### config.mk
export PLATFORM = sky130hd
export DESIGN_NAME = ipc_power_ctrl
export DESIGN_NICKNAME = d
export VERILOG_FILES = /design/src/ipc_pkg.sv /design/src/ipc_power_ctrl.sv
export SDC_FILE = /design/constraint.sdc
export NUM_CORES = 1
export LEC_CHECK = 0
export BUFFER_PORTS_ARGS = -buffer_cell sky130_fd_sc_hd__buf_2
export CORE_MARGIN = 5
export CORE_UTILIZATION = 45
export CTS_BUF_LIST = sky130_fd_sc_hd__clkbuf_8 sky130_fd_sc_hd__clkbuf_16
export CTS_CLUSTER_SIZE = 30
export DETAILED_ROUTE_END_ITERATION = 10
export GPL_ROUTABILITY_DRIVEN = 0
export GPL_TIMING_DRIVEN = 0
export PLACE_DENSITY = 0.76
export SYNTH_ARGS = -nofsm -noshare
export SYNTH_HDL_FRONTEND = slang
export SYNTH_SLANG_ARGS = --single-unit
### constraint.sdc
create_clock -name pclk -period 4.9 [get_ports pclk]
set_input_delay 0.49 -clock pclk [delete_from_list [all_inputs] [get_ports pclk]]
set_output_delay 0.49 -clock pclk [all_outputs]
set_load 0.05 [all_outputs]
### src/ipc_pkg.sv
// Constants and types of the idle and power-down controller.
`default_nettype none
package ipc_pkg;
	// ****************************************
	// Register map.
	// ****************************************
	localparam int ADDR_W = 12;
	localparam logic [9:0] POWER_CONTROL_IDX = 10'h087;
	localparam logic [9:0] IRQ_STATUS_IDX = 10'h088;
	localparam logic [9:0] IRQ_CLEAR_IDX = 10'h089;
	localparam logic [9:0] IRQ_ENABLE_IDX = 10'h08a;
	localparam logic [9:0] KEY_MASK_IDX = 10'h08b;
	localparam logic [ADDR_W-1:0] POWER_CONTROL_ADDR = {POWER_CONTROL_IDX, 2'b00};
	localparam logic [ADDR_W-1:0] IRQ_STATUS_ADDR = {IRQ_STATUS_IDX, 2'b00};
	localparam logic [ADDR_W-1:0] IRQ_CLEAR_ADDR = {IRQ_CLEAR_IDX, 2'b00};
	localparam logic [ADDR_W-1:0] IRQ_ENABLE_ADDR = {IRQ_ENABLE_IDX, 2'b00};
	localparam logic [ADDR_W-1:0] KEY_MASK_ADDR = {KEY_MASK_IDX, 2'b00};

	// ****************************************
	// Power control fields.
	// ****************************************
	localparam int IDLE_BIT = 0;
	localparam int PD_BIT = 1;
	localparam int GFL_BIT = 2;
	localparam int GFH_BIT = 3;
	localparam int COLD_BIT = 4;
	localparam int FRAME_SEL_BIT = 6;
	localparam int RATE_DBL_BIT = 7;
	localparam logic [7:0] POWER_CONTROL_RESET = 8'h00;
	localparam logic [7:0] POWER_CONTROL_WMASK = 8'hdf;

	// ****************************************
	// Interrupt status fields.
	// ****************************************
	localparam int ST_W = 3;
	localparam int ST_ENTER_BIT = 0;
	localparam int ST_WAKE_BIT = 1;
	localparam int ST_COLD_BIT = 2;
	localparam logic [ST_W-1:0] ST_RESET = 3'h0;
	localparam logic [7:0] KEY_MASK_RESET = 8'h00;

	// ****************************************
	// Types.
	// ****************************************
	typedef enum logic [2:0] {
		ST_RUN = 3'b001,
		ST_IDLE = 3'b010,
		ST_PDOWN = 3'b100
	} ipc_state_t;

	typedef struct packed {
		logic osc_en;
		logic flash_en;
		logic periph_clk_en;
		logic cpu_clk_en;
		logic hold_pc;
		logic freeze_ports;
	} ipc_clk_ctl_t;

	localparam ipc_clk_ctl_t CLK_CTL_RESET = 6'h3c;

	typedef struct packed {
		logic ext;
		logic key;
		logic wdt;
		logic brown_out_detect;
		logic pending;
		logic warm_reset;
	} ipc_wake_src_t;
endpackage
`default_nettype wire

### src/ipc_power_ctrl.sv
// Idle and power-down controller with an APB register slave.
`timescale 1ns/100ps
`default_nettype none
// Overview of operation
// - clear watchdog on entering and leaving low power
// - power-down bit stops CPU and peripheral clocks
// - power-down wake clears bit, runs waking service
// - both bits set means power-down, never idle
// - idle bit stops only the CPU clock
// - idle holds CPU state and port levels
// - writing instruction is last before gating
// - enabled interrupt ends idle, clears idle bit
// - non-software resets end idle
// - power-down bit write enters power-down
// - power-down stops oscillator and flash
// - non-software resets and brown-out end power-down
// - pin or power-on reset restarts CPU cold
// - enabled external pin edge wakes power-down
// - brown-out, watchdog, keyboard wake power-down
// - keyboard wake only on opposite edge
// - power-on completion sets cold start flag
module ipc_power_ctrl #(
	parameter int KEY_W = 8,
	parameter int EXT_W = 2
) (
	// APB slave.
	input wire logic pclk,
	input wire logic presetn,
	input wire logic psel,
	input wire logic penable,
	input wire logic pwrite,
	input wire logic [ipc_pkg::ADDR_W-1:0] paddr,
	input wire logic [31:0] pwdata,
	output var logic [31:0] prdata,
	output var logic pready,
	output var logic pslverr,
	// Wake sources.
	input wire logic [EXT_W-1:0] ext_int,
	input wire logic [EXT_W-1:0] ext_int_en,
	input wire logic global_int_enable,
	input wire logic [KEY_W-1:0] keyboard_interrupt,
	input wire logic wdt_irq,
	input wire logic bod_irq,
	input wire logic irq_pending,
	// Reset sources.
	input wire logic pin_reset,
	input wire logic por_reset,
	input wire logic wdt_reset,
	input wire logic bod_reset,
	input wire logic soft_reset,
	input wire logic por_done,
	// Clock system and core control.
	output var ipc_pkg::ipc_clk_ctl_t clk_ctl,
	output var logic watchdog_counter_clear,
	output var ipc_pkg::ipc_wake_src_t wake_src,
	output var logic cold_init,
	output var logic [7:0] power_control,
	output var logic irq
);
	if (KEY_W < 1 || KEY_W > 8 || EXT_W < 1 || EXT_W > 8) begin : g_chk
		$error("ipc_power_ctrl: KEY_W and EXT_W must be 1 to 8");
	end

	// ****************************************
	// APB decode.
	// ****************************************
	logic setup;
	logic access;
	logic hit;
	logic wr;
	logic wr_pc;
	logic [31:0] rd_mux;
	ipc_pkg::ipc_state_t state_reg;
	ipc_pkg::ipc_state_t state_next;
	logic [ipc_pkg::ST_W-1:0] status_reg;
	logic [ipc_pkg::ST_W-1:0] status_next;
	logic [ipc_pkg::ST_W-1:0] enable_reg;
	logic [7:0] key_mask_reg;

	assign setup = psel & ~penable;
	assign access = psel & penable & pready;
	assign wr = access & pwrite & ~pslverr;
	assign wr_pc = wr & (paddr == ipc_pkg::POWER_CONTROL_ADDR);

	always_comb begin
		hit = 1'b1;
		rd_mux = 32'h0000_0000;
		case (paddr)
			ipc_pkg::POWER_CONTROL_ADDR: rd_mux[7:0] = power_control;
			ipc_pkg::IRQ_STATUS_ADDR: rd_mux[ipc_pkg::ST_W-1:0] = status_reg;
			ipc_pkg::IRQ_CLEAR_ADDR: rd_mux = 32'h0000_0000;
			ipc_pkg::IRQ_ENABLE_ADDR: rd_mux[ipc_pkg::ST_W-1:0] = enable_reg;
			ipc_pkg::KEY_MASK_ADDR: rd_mux[7:0] = key_mask_reg;
			default: hit = 1'b0;
		endcase
	end

	// One wait-free access phase: pready is raised by the setup cycle.
	always_ff @(posedge pclk or negedge presetn) begin
		if (!presetn) begin
			pready <= 1'b0;
			pslverr <= 1'b0;
			prdata <= 32'h0000_0000;
		end else begin
			pready <= setup;
			pslverr <= setup & ~hit;
			if (setup) begin
				prdata <= pwrite ? 32'h0000_0000 : rd_mux;
			end
		end
	end

	// ****************************************
	// Wake detection.
	// ****************************************
	logic [EXT_W-1:0] ext_prev_reg;
	logic [KEY_W-1:0] key_prev_reg;
	logic [KEY_W-1:0] key_ref_reg;
	logic ext_wake;
	logic key_wake;
	logic pd_wake;
	logic idle_wake;
	logic hard_rst;
	logic cold_rst;
	logic entering;
	logic leaving;

	assign ext_wake = global_int_enable & |(ext_int & ~ext_prev_reg & ext_int_en);
	// A pin low at entry wakes only on a rise, a pin high only on a fall.
	assign key_wake = |((keyboard_interrupt ^ key_prev_reg)
		& (keyboard_interrupt ^ key_ref_reg) & key_mask_reg[KEY_W-1:0]);
	assign pd_wake = ext_wake | key_wake | wdt_irq | bod_irq;
	assign idle_wake = pd_wake | irq_pending;
	// A software reset cannot end a low-power state.
	assign cold_rst = pin_reset | por_reset;
	assign hard_rst = cold_rst | wdt_reset | bod_reset;
	assign entering = (state_reg == ipc_pkg::ST_RUN) && (state_next != ipc_pkg::ST_RUN);
	assign leaving = (state_reg != ipc_pkg::ST_RUN) && (state_next == ipc_pkg::ST_RUN);

	always_ff @(posedge pclk or negedge presetn) begin
		if (!presetn) begin
			ext_prev_reg <= '0;
			key_prev_reg <= '0;
		end else begin
			ext_prev_reg <= ext_int;
			key_prev_reg <= keyboard_interrupt;
		end
	end

	always_ff @(posedge pclk or negedge presetn) begin
		if (!presetn) begin
			key_ref_reg <= '0;
		end else if (entering) begin
			key_ref_reg <= keyboard_interrupt;
		end
	end

	// ****************************************
	// Power state machine.
	// ****************************************
	always_comb begin
		state_next = state_reg;
		case (state_reg)
			ipc_pkg::ST_RUN: begin
				if (wr_pc && pwdata[ipc_pkg::PD_BIT]) begin
					state_next = ipc_pkg::ST_PDOWN;
				end else if (wr_pc && pwdata[ipc_pkg::IDLE_BIT]) begin
					state_next = ipc_pkg::ST_IDLE;
				end
			end
			ipc_pkg::ST_IDLE: begin
				if (idle_wake || hard_rst) begin
					state_next = ipc_pkg::ST_RUN;
				end
			end
			ipc_pkg::ST_PDOWN: begin
				if (pd_wake || hard_rst) begin
					state_next = ipc_pkg::ST_RUN;
				end
			end
			default: state_next = ipc_pkg::ST_RUN;
		endcase
	end

	always_ff @(posedge pclk or negedge presetn) begin
		if (!presetn) begin
			state_reg <= ipc_pkg::ST_RUN;
		end else begin
			state_reg <= state_next;
		end
	end

	// Gating follows the writing access edge, so that access is the last one run.
	always_ff @(posedge pclk or negedge presetn) begin
		if (!presetn) begin
			clk_ctl <= ipc_pkg::CLK_CTL_RESET;
		end else begin
			clk_ctl.cpu_clk_en <= (state_next == ipc_pkg::ST_RUN);
			clk_ctl.periph_clk_en <= (state_next != ipc_pkg::ST_PDOWN);
			clk_ctl.flash_en <= (state_next != ipc_pkg::ST_PDOWN);
			clk_ctl.osc_en <= (state_next != ipc_pkg::ST_PDOWN);
			clk_ctl.hold_pc <= (state_next != ipc_pkg::ST_RUN);
			clk_ctl.freeze_ports <= (state_next != ipc_pkg::ST_RUN);
		end
	end

	always_ff @(posedge pclk or negedge presetn) begin
		if (!presetn) begin
			watchdog_counter_clear <= 1'b0;
		end else begin
			watchdog_counter_clear <= entering | leaving;
		end
	end

	// The core runs the service routine of the flagged source and then resumes.
	always_ff @(posedge pclk or negedge presetn) begin
		if (!presetn) begin
			wake_src <= '0;
			cold_init <= 1'b0;
		end else begin
			wake_src <= '0;
			cold_init <= leaving & cold_rst;
			if (leaving && !cold_rst) begin
				wake_src.ext <= ext_wake;
				wake_src.key <= key_wake;
				wake_src.wdt <= wdt_irq;
				wake_src.brown_out_detect <= bod_irq;
				wake_src.pending <= irq_pending & (state_reg == ipc_pkg::ST_IDLE);
				wake_src.warm_reset <= wdt_reset | bod_reset;
			end
		end
	end

	// ****************************************
	// Power control register.
	// ****************************************
	always_ff @(posedge pclk or negedge presetn) begin
		if (!presetn) begin
			power_control <= ipc_pkg::POWER_CONTROL_RESET;
		end else begin
			if (wr_pc) begin
				power_control <= pwdata[7:0] & ipc_pkg::POWER_CONTROL_WMASK;
			end
			if (leaving) begin
				power_control[ipc_pkg::PD_BIT] <= 1'b0;
				power_control[ipc_pkg::IDLE_BIT] <= 1'b0;
			end
			if (por_done) begin
				power_control[ipc_pkg::COLD_BIT] <= 1'b1;
			end
		end
	end

	// ****************************************
	// Interrupt status, clear and enable.
	// ****************************************
	always_comb begin
		status_next = status_reg;
		if (wr && paddr == ipc_pkg::IRQ_CLEAR_ADDR) begin
			status_next = status_reg & ~pwdata[ipc_pkg::ST_W-1:0];
		end
		status_next[ipc_pkg::ST_ENTER_BIT] = status_next[ipc_pkg::ST_ENTER_BIT] | entering;
		status_next[ipc_pkg::ST_WAKE_BIT] = status_next[ipc_pkg::ST_WAKE_BIT] | leaving;
		status_next[ipc_pkg::ST_COLD_BIT] = status_next[ipc_pkg::ST_COLD_BIT] | por_done;
	end

	always_ff @(posedge pclk or negedge presetn) begin
		if (!presetn) begin
			status_reg <= ipc_pkg::ST_RESET;
			irq <= 1'b0;
		end else begin
			status_reg <= status_next;
			irq <= |(status_next & enable_reg);
		end
	end

	always_ff @(posedge pclk or negedge presetn) begin
		if (!presetn) begin
			enable_reg <= ipc_pkg::ST_RESET;
			key_mask_reg <= ipc_pkg::KEY_MASK_RESET;
		end else if (wr) begin
			if (paddr == ipc_pkg::IRQ_ENABLE_ADDR) begin
				enable_reg <= pwdata[ipc_pkg::ST_W-1:0];
			end
			if (paddr == ipc_pkg::KEY_MASK_ADDR) begin
				key_mask_reg <= pwdata[7:0];
			end
		end
	end

	logic run_wr_pd;
	logic run_wr_idle;
	assign run_wr_pd = (state_reg == ipc_pkg::ST_RUN) && wr_pc && pwdata[ipc_pkg::PD_BIT];
	assign run_wr_idle = (state_reg == ipc_pkg::ST_RUN) && wr_pc
		&& pwdata[ipc_pkg::IDLE_BIT] && !pwdata[ipc_pkg::PD_BIT];
endmodule // ipc_power_ctrl
`default_nettype wire

# Word-level counts from Yosys, hierarchy flattened
# Index checks and enable logic that the tools add are counted.
# totals
reg_bits	88
latch_bits	0
mem_bits_rw	0
mem_bits_ro	0
input_bits	71
out_inout_bits	57
elab_cells	103
n_memories	0
# op_classes
addsub	0
multipliers	0
div_mod_pow	0
n_lt_le_gt_ge	0
eq_ne	12
shifts	0
muxes	14
bitwise_logic	35
reduce_logical	17
# op_table
operator	n
$eq A12 B10 Y1 const B	5
$and A8 B8 Y8	2
$xor A8 B8 Y8	2
$mux W3	5
$or A1 B1 Y1	12
$pmux W3 S4	1
$and A1 B1 Y1	10
$pmux W5 S2	1
$pmux W3 S3	1
$mux W8	1
$reduce_or A8 Y1	1
$and A3 B3 Y3	2
$eq A3 B1 Y1 const B	2
$logic_and A1 B1 Y1	6
$mux W6	1
$ne A3 B1 Y1 const B	2
$mux W5	1
$reduce_or A5 Y1	1
$and A2 B2 Y2	2
$reduce_and A2 Y1	2
$reduce_bool A2 Y1	2
$eq A3 B2 Y1 const B	1
$eq A3 B3 Y1 const B	1
$ne A3 B3 Y1 const B	1
other kinds (9)	13

# Logic depth before layout (Yosys ltp)
# Gate-level depths: netlist (run 1).
# logic_depth
ltp_word	17
mapped_depth	12

# Worst setup path before layout (run 1)
# OpenSTA, ideal clock, no wires.
# synth_timing
kind	input to register
startpoint	input port paddr[8] (netlist bit)
endpoint	register irq
t_arrival_ps	3093
required_time_ps	4782
slack_ps	1689
stages	11
path_cell_list	or4b_1 > or3_1 > buf_6 > nor3_4 > nand2_1 > o22a_1 > ha_1 > clkbuf_1 > nor4b_1 > o22ai_1 > a21o_1
# synth_between
elab_chain_cells	11
elab_cells_between_ends	19
cone_classes	eq/ne: 4; mux: 4; bitwise: 5; reduce/logical: 6
# synth_rtl
item	line_no	rtl
from (decl)	ipc_power_ctrl.sv:32	input wire logic [ipc_pkg::ADDR_W-1:0] paddr,
$eq A12 B10 Y1	ipc_power_ctrl.sv:83	assign wr_pc = wr & (paddr == ipc_pkg::POWER_CONTROL_ADDR);
$and A1 B1 Y1	ipc_power_ctrl.sv:83	
$logic_and A1 B1 Y1	ipc_power_ctrl.sv:167	end else if (wr_pc && pwdata[ipc_pkg::IDLE_BIT]) begin
$mux W3	ipc_power_ctrl.sv:167	
$mux W3	ipc_power_ctrl.sv:165	if (wr_pc && pwdata[ipc_pkg::PD_BIT]) begin
$pmux W3 S3	ipc_power_ctrl.sv:163	case (state_reg)
$ne A3 B1 Y1 / $eq A3 B1 Y1 (equally long branches)	ipc_power_ctrl.sv:137, ipc_power_ctrl.sv:138	
$logic_and A1 B1 Y1, on equally long branches	ipc_power_ctrl.sv:137, ipc_power_ctrl.sv:138	
$or A1 B1 Y1, on equally long branches	ipc_power_ctrl.sv:262, ipc_power_ctrl.sv:263	
$and A3 B3 Y3 (*)	ipc_power_ctrl.sv:273	irq <= |(status_next & enable_reg);
$reduce_or A3 Y1 (*)	ipc_power_ctrl.sv:273	
to (signal assigned)	ipc_power_ctrl.sv:273	
to (decl)	ipc_power_ctrl.sv:58	output var logic irq
# Every way passes the cells marked *; elsewhere a longest branch is shown, timed or not.
# A chain may end at the register's enable or synchronous reset.

# Final worst setup path (run 1)
# layout_timing
startpoint	input port paddr[8] (netlist bit)
endpoint	register irq
# layout_between
elab_chain_cells	11
elab_cells_between_ends	19
cone_classes	eq/ne: 4; mux: 4; bitwise: 5; reduce/logical: 6
# layout_rtl
item	line_no	rtl
$eq A12 B10 Y1 (*)	ipc_power_ctrl.sv:83	
$and A1 B1 Y1 (*)	ipc_power_ctrl.sv:83	
$logic_and A1 B1 Y1	ipc_power_ctrl.sv:167	
$mux W3	ipc_power_ctrl.sv:167	
$mux W3 (*)	ipc_power_ctrl.sv:165	
$pmux W3 S3 (*)	ipc_power_ctrl.sv:163	
$ne A3 B1 Y1 (*)	ipc_power_ctrl.sv:137	assign entering = (state_reg == ipc_pkg::ST_RUN) && (state_next != ipc_pkg::ST_RUN);
$logic_and A1 B1 Y1 (*)	ipc_power_ctrl.sv:137	
via entering	ipc_power_ctrl.sv:125	logic entering;
$or A1 B1 Y1 (*)	ipc_power_ctrl.sv:262	status_next[ipc_pkg::ST_ENTER_BIT] = status_next[ipc_pkg::ST_ENTER_BIT] | entering;
$and A3 B3 Y3 (*)	ipc_power_ctrl.sv:273	
$reduce_or A3 Y1 (*)	ipc_power_ctrl.sv:273	
# The timed path passes the listed nets; every way through them passes the cells marked *.

==> run summary, run 1 <==
The run finished with clean final reports. The H-tree depth is 3. The share of the cycle needed by the critical path after routing is 0.6992. In the synthesized netlist the dominant register cell turns out to be dfrtp_1. The clock buffer count from CTS is 9. After detailed routing, no signal wire sits above met4. In this run the cell area measured after placement is 3605 sq um. The sequential cell area fraction in the yosys report is 0.5291. The design draws 1.129 mW. The wire length reported by the detailed router came out at 6677 um. The maximum frequency from static timing analysis came out at 0.2919 GHz.

Summing over every cut layer, the via total after detailed routing is 2,310. After clock tree synthesis, the repair step resized 0 gates. After detailed routing, the met3 layer carries 535 um of wire. The count of warnings emitted by yosys came out at 0. The library cell used most frequently in the layout, excluding fill and tap cells, is buf_2. STA classifies the critical path endpoint as a flip-flop.

The mean routed wirelength per cell came out at 14.55 um. The worst reg2reg path endpoint is irq. The hold buffer count at CTS is 0. The number of core rows came out at 30.

Data on the critical path is required at its endpoint by 5.18 ns. The maximum vdd drop came out at 183.1 uV. The core region area came out at 6681 sq um. The clock tree from TritonCTS is yes. The classification of the worst setup path is in2reg. The clock sink count came out at 64. The worst-case clock skew came out at 0.01410 ns. The post-detailed-route count of antenna-violating nets came out at 0. The layout-stage area growth over the synthesis result is 26.02%.

The largest net degree at the start of global routing is 65. The area taken by multi-input logic gates came out at 1264 sq um. The wire length on met2 is 3144 um.

The diode insertion count for antenna repair came out at 0. The mapped cell area is 3034 sq um. The share of async-settable or async-resettable flops after synthesis is 1.000. The number of synthesized flops with an enable pin came out at 0.

The area of the die is 8485 sq um. Counting the fill cells in the layout gives 610. The flop-to-flop setup slack came out at 1.84 ns. The slew at the pin closest to its max-slew limit is 0.7767 ns.

Setup total negative slack on the finished layout was measured at 0 ns. The count of TritonRoute iterations in the first routing pass is 5. The worst-skew pair later-pin latency came out at 0.34 ns. The number of hold violations in the final report is 0.

The number of global-route vias before repair was 2,332. The static leakage power came out at 1.976 nW. Clock-pin slew was measured on the worst setup and hold paths at 0.07 ns.

The origin of the critical flop-to-flop path is pready. The die is 92.12 um wide. The area taken by flip-flops and latches came out at 1605 sq um. The largest fanout on the critical path came out at 10.

The minimum clock period came out at 3.426 ns. The cell area power density is 295.3 nW/um^2. Leaving out fill and tap cells, the most frequent cells in the layout are buf_2, dfrtp_1, buf_4. The final net count is 447. Setup repair after global routing left no endpoint under its margin. The count of final setup violators came out at 0. Counting every instance in the synthesized netlist gives 263. The first-pass GRT wire length came out at 11,030 um. The count of pins on the block boundary came out at 128. The leftover overflow at the end of global routing came out at 0.

The data arrival at the endpoint of the critical path is 3.71 ns. The number of remaining DRC errors came out at 0. The die span in y is 92.12 um. The unique cell type count in the Yosys netlist came out at 47.

The worst relative slew slack came out at 0.4822. Synthesis inferred 64 register bits. Measured on the finished design, the core utilization comes to 0.5723.

The tightest min-delay check is of the in2async type. The layout cell share with drive strength beyond 1 is 0.4037. In this run the clock root is driven by a clkbuf_8. The path depth of the worst reg2reg path came out at 11. The number of max-slew violations in the final report came out at 0. The largest buffer count on any clock path is 2.

Once the clock tree was built, the setup fixing pass inserted 0 buffers. Each instance of the synthesized netlist takes up on average 11.54 sq um. Hold is met by 0.2282 ns. The ratio of routed vias to standard cells came out at 5.033.

The initial antenna violation count came out at 0. The number of DRC markers in iteration 0 is 110. The initial utilization of the core area, before any placement, comes to 0.4541. The overall track demand over capacity in global routing came out at 0.1671. After detailed routing, the wire length on met1 is 2900 um. STA classifies the critical path startpoint as an input port. With fillers left out, the area of the finished cells amounts to 3824 sq um. The post-detailed-placement half-perimeter wirelength came out at 5003 um.

The number of port buffers is 76. The total of max-cap violations came out at 0.
-- how the worst max path moves through the flow --
| stage | depth (start not counted) | slack [ns] | end | from |
|---|---|---|---|---|
| final | 12 | 1.47 | irq | paddr[8] |
| after global routing | 12 | 1.19 | irq | paddr[8] |
| after CTS | 12 | 1.48 | irq | paddr[8] |
| after detailed placement | 12 | 1.16 | irq | paddr[8] |
| after global placement | 12 | 1.13 | irq | paddr[8] |
| after floorplan | 11 | 1.69 | irq | paddr[8] |
-- metal layers --
metal,up-vias,track usage
met5,-,0
met2,75,0.2579
met4,0,0.07054
li1,1122,-
met1,1105,0.2127
met3,8,0.05906
-- power by group --
group / internal, mW / switching (mW) / leakage, nW / total, mW
sequential: 0.533 / 0.00224 / 0.848 / 0.536
combinational: 0.0348 / 0.0777 / 1.02 / 0.113
clock: 0.276 / 0.204 / 0.109 / 0.481
total: 0.845 / 0.284 / 1.98 / 1.13
-- critical path, cell delays in order --
cell and delay (ns):
buf_2 0.10, or4b_1 0.53, or3_1 0.41, buf_6 0.15
nor3_4 0.43, nand2_1 0.19, o22ai_1 0.21, ha_1 0.23
clkbuf_1 0.48, o21ai_0 0.17, o22ai_1 0.20, a21o_1 0.10
-- logic make-up after synthesis --
logic type	share of synthesized area
flip-flops	0.5291
AND/OR/NAND/NOR	0.1963
buffers and inverters	0.08412
AO/OA/AOI/OAI	0.07918
other	0.001236
adder cells (fa/ha/maj)	0.008246
multiplexers	0.1019
-- area by class of cell --
cell class / instances / share of cell area
flip-flops and latches: 64 / 0.4198
multi-input cells: 185 / 0.3305
repair buffers: 76 / 0.1001
plain buffers: 34 / 0.06283
clock buffers: 12 / 0.04319
well taps: 80 / 0.02618
clock inverters: 4 / 0.01342
inverters: 4 / 0.003927
-- stage by stage --
stage | setup WS [ns] | instances
floorplan | 1.689 | 287
global placement | 1.128 | 443
detailed placement | 1.159 | 443
CTS | 1.478 | 459
global route | 1.193 | 459
finish | 1.474 | 459
-- synth_stat cells, types with 3 or more instances --
library cell / count / share of area
mux2i_1: 5 / 0.016
nor4b_1: 4 / 0.012
o21ai_0: 12 / 0.020
nor4_1: 3 / 0.0062
dfrtp_1: 61 / 0.50
dfstp_2: 3 / 0.026
a22oi_1: 7 / 0.017
nor4bb_1: 5 / 0.016
inv_1: 4 / 0.0049
nand2b_1: 7 / 0.014
nand3b_1: 3 / 0.0074
nand4_1: 3 / 0.0062
and3b_1: 3 / 0.0087
nor2_1: 19 / 0.024
mux2_2: 23 / 0.085
o221ai_1: 3 / 0.0087
nor3_1: 4 / 0.0066
buf_4: 28 / 0.069
a21o_1: 3 / 0.0074
nand4b_1: 5 / 0.014
nand2_1: 17 / 0.021
clkbuf_1: 5 / 0.0062
Note: power is estimated with default switching activity, not from simulation.
==> inputs of run 2 (changes only) <==
- CORE_UTILIZATION: 45 -> 43
- clock period: 4.9 -> 3.15 ns (I/O delays scaled with it)
==> run summary, run 2 (same netlist as run 1, synthesis figures left out) <==
The data arrival at the endpoint of the critical path is 3.17 ns. The worst relative slew slack came out at 0.4768. The worst hold path belongs to the class in2async. The clock sink count came out at 64. The top layer reached by signal wires is met4. The die covers 8836 sq um. The total of max-cap violations is 0. The startpoint identified for the worst register-to-register timing path is key_mask_reg[1]. The number of DRC markers in iteration 0 came out at 113. The smallest setup slack after layout is 0.2014 ns. The root buffer cell is clkbuf_8. The count of final setup violators came out at 0. The layout has 615 filler cells.

Across the VDD grid, the largest voltage drop is 207.4 uV. The final standard cell count with taps included and fillers excluded came out at 473. From synthesis to final layout, the design area changed by 25.57%. The clock buffer count from CTS came out at 9.

The width of the die came out at 94 um. The count of pins on the block boundary came out at 128. The initial core utilization came out at 0.4441.

The number of max-slew violations in the final report is 0. The initial antenna violation count came out at 0. After global routing the overflow that remains totals 0.

The beginning of the critical path is paddr[8]. The minimum clock period is 2.949 ns. The floorplan step set the die height to 94 um. The highest cell delay on the worst timing path came out at 0.54 ns. After clock tree synthesis, the clock-pin slew on the worst setup and hold paths is 0.06 ns. For the worst setup path, the data required time is 3.38 ns.

The largest fanout on the critical path is 9. The count of TritonRoute iterations in the first routing pass is 4. The maximum frequency from static timing analysis came out at 0.3391 GHz. The run finished with clean final reports.

0 antenna diodes ended up in the layout. Setup repair after global routing left no endpoint under its margin. Port buffering added 76 buffers. The worst-skew pair later-pin latency came out at 0.33 ns. The top cell types in the final layout, fill and taps aside, are buf_2, dfrtp_1, buf_4. In the routed layout, each cell is associated on average with a via count of 4.863. STA classifies the critical path startpoint as an input port.

The number of remaining DRC errors came out at 0. At the pin with the least slew margin, the transition time is 0.7848 ns. At the end of the flow, the number of nets in the layout was 448. The H-tree was split into 3 levels. The largest buffer count on any clock path came out at 2. The routed length on met1 came out at 2986 um. The first-pass GRT wire length came out at 11,410 um. Hold repair after CTS inserted 0 buffers. The post-CTS setup buffer count is 1. The worst-case clock skew came out at 0.006302 ns. The layout cell share with drive strength beyond 1 is 0.3952. The mean routed wirelength per cell came out at 14.82 um.

The post-detailed-placement half-perimeter wirelength came out at 5333 um. The number of global-route vias before repair came out at 2,344. The post-detailed-route count of antenna-violating nets is 0.

The cell area power density is 435.7 nW/um^2. The area taken by multi-input logic gates came out at 1264 sq um. The area taken by flip-flops and latches came out at 1605 sq um.

The sum of met3 wire segment lengths after detailed routing is 533 um. TritonCTS built the clock tree. The number of core rows is 30. In this run the static leakage power is 1.969 nW. The finished cells cover 3810 sq um.

The classification of the worst setup path is in2reg. The number of gates given a new drive strength after cts came out at 0. Including well taps, the total number of placed cells is 459.

The wire length on met2 came out at 3370 um. At the placement stage, the worst setup path has a slack of -0.4470 ns. The library cell used most frequently in the layout, excluding fill and tap cells, is buf_2. In the finished design, the share of the clock period the worst path needs comes to 0.9360. Walking the worst path, the cells encountered are buf_2, or4b_1, or3_1, buf_6, nor3_4, nand2_1, o22a_1, ha_1, clkbuf_1, nor4b_1, o22ai_1, a21o_1. The number of hold violations in the final report came out at 0. The cell area after placement came out at 3625 sq um. The number of vias after detailed routing is 2,300. For this run, the total global-route usage over all layers was measured as 0.1696. The largest net degree at the start of global routing came out at 65. The cell at the slowest stage of the critical path is or4b_1.

The worst setup path is captured at a flip-flop. The floorplan step defined a core boundary enclosing 6832 sq um. The wire length reported by the detailed router is 7011 um.
[run 2: path summary, 6_finish.rpt]
| path | endpoint | slack, ns | cells past startpoint |
|---|---|---|---|
| setup reg to reg | irq | 0.36 | 10 |
| setup / recovery | irq | 0.20 | 12 |
| hold reg to reg | prdata[3] | 0.48 | 2 |
| min in group pclk | ext_prev_reg[0] | 0.10 | 1 |
| max in group asynchronous | key_ref_reg[5] | 2.58 | 1 |
| hold / removal | wake_src[0] | 0.06 | 1 |
[run 2: area by class of cell]
class,count,area share
Clock inverter,3,0.009852
Buffer,34,0.06305
Sequential cell,64,0.4213
Timing Repair Buffer,77,0.1025
Inverter,4,0.003941
Clock buffer,10,0.03612
Tap cell,96,0.03153
Multi-Input combinational cell,185,0.3317
[run 2: stage by stage]
step	power [mW]	utilization	TNS, ns	hold slack, ns
floorplan	0.9640	-	0	0.01941
global placement	1.021	0.5306	-3.449	0.4377
detailed placement	1.024	0.5306	-3.704	0.4410
CTS	1.678	0.5573	0	0.08383
global route	1.730	0.5577	0	0.07983
finish	1.660	0.5577	0	0.05709
[run 2: power by group]
part           total, mW  switching, mW  internal, mW
sequential         0.834        0.00353         0.830
combinational      0.177          0.122        0.0542
clock              0.649          0.281         0.368
total               1.66          0.407          1.25
[run 2: metal layers]
metal | global-route usage | vias up
li1 | - | 1128
met1 | 0.2139 | 1081
met2 | 0.2691 | 78
met3 | 0.04888 | 13
met4 | 0.07702 | 0
met5 | 0 | -
[run 2: worst max-delay path: cells and delay by family]
family	cells	cell delay, ns
adders and majority gates	1	0.21
buffers and inverters	3	0.46
AOI/OAI and AO/OA	3	0.53
and+or+nand+nor	5	1.66
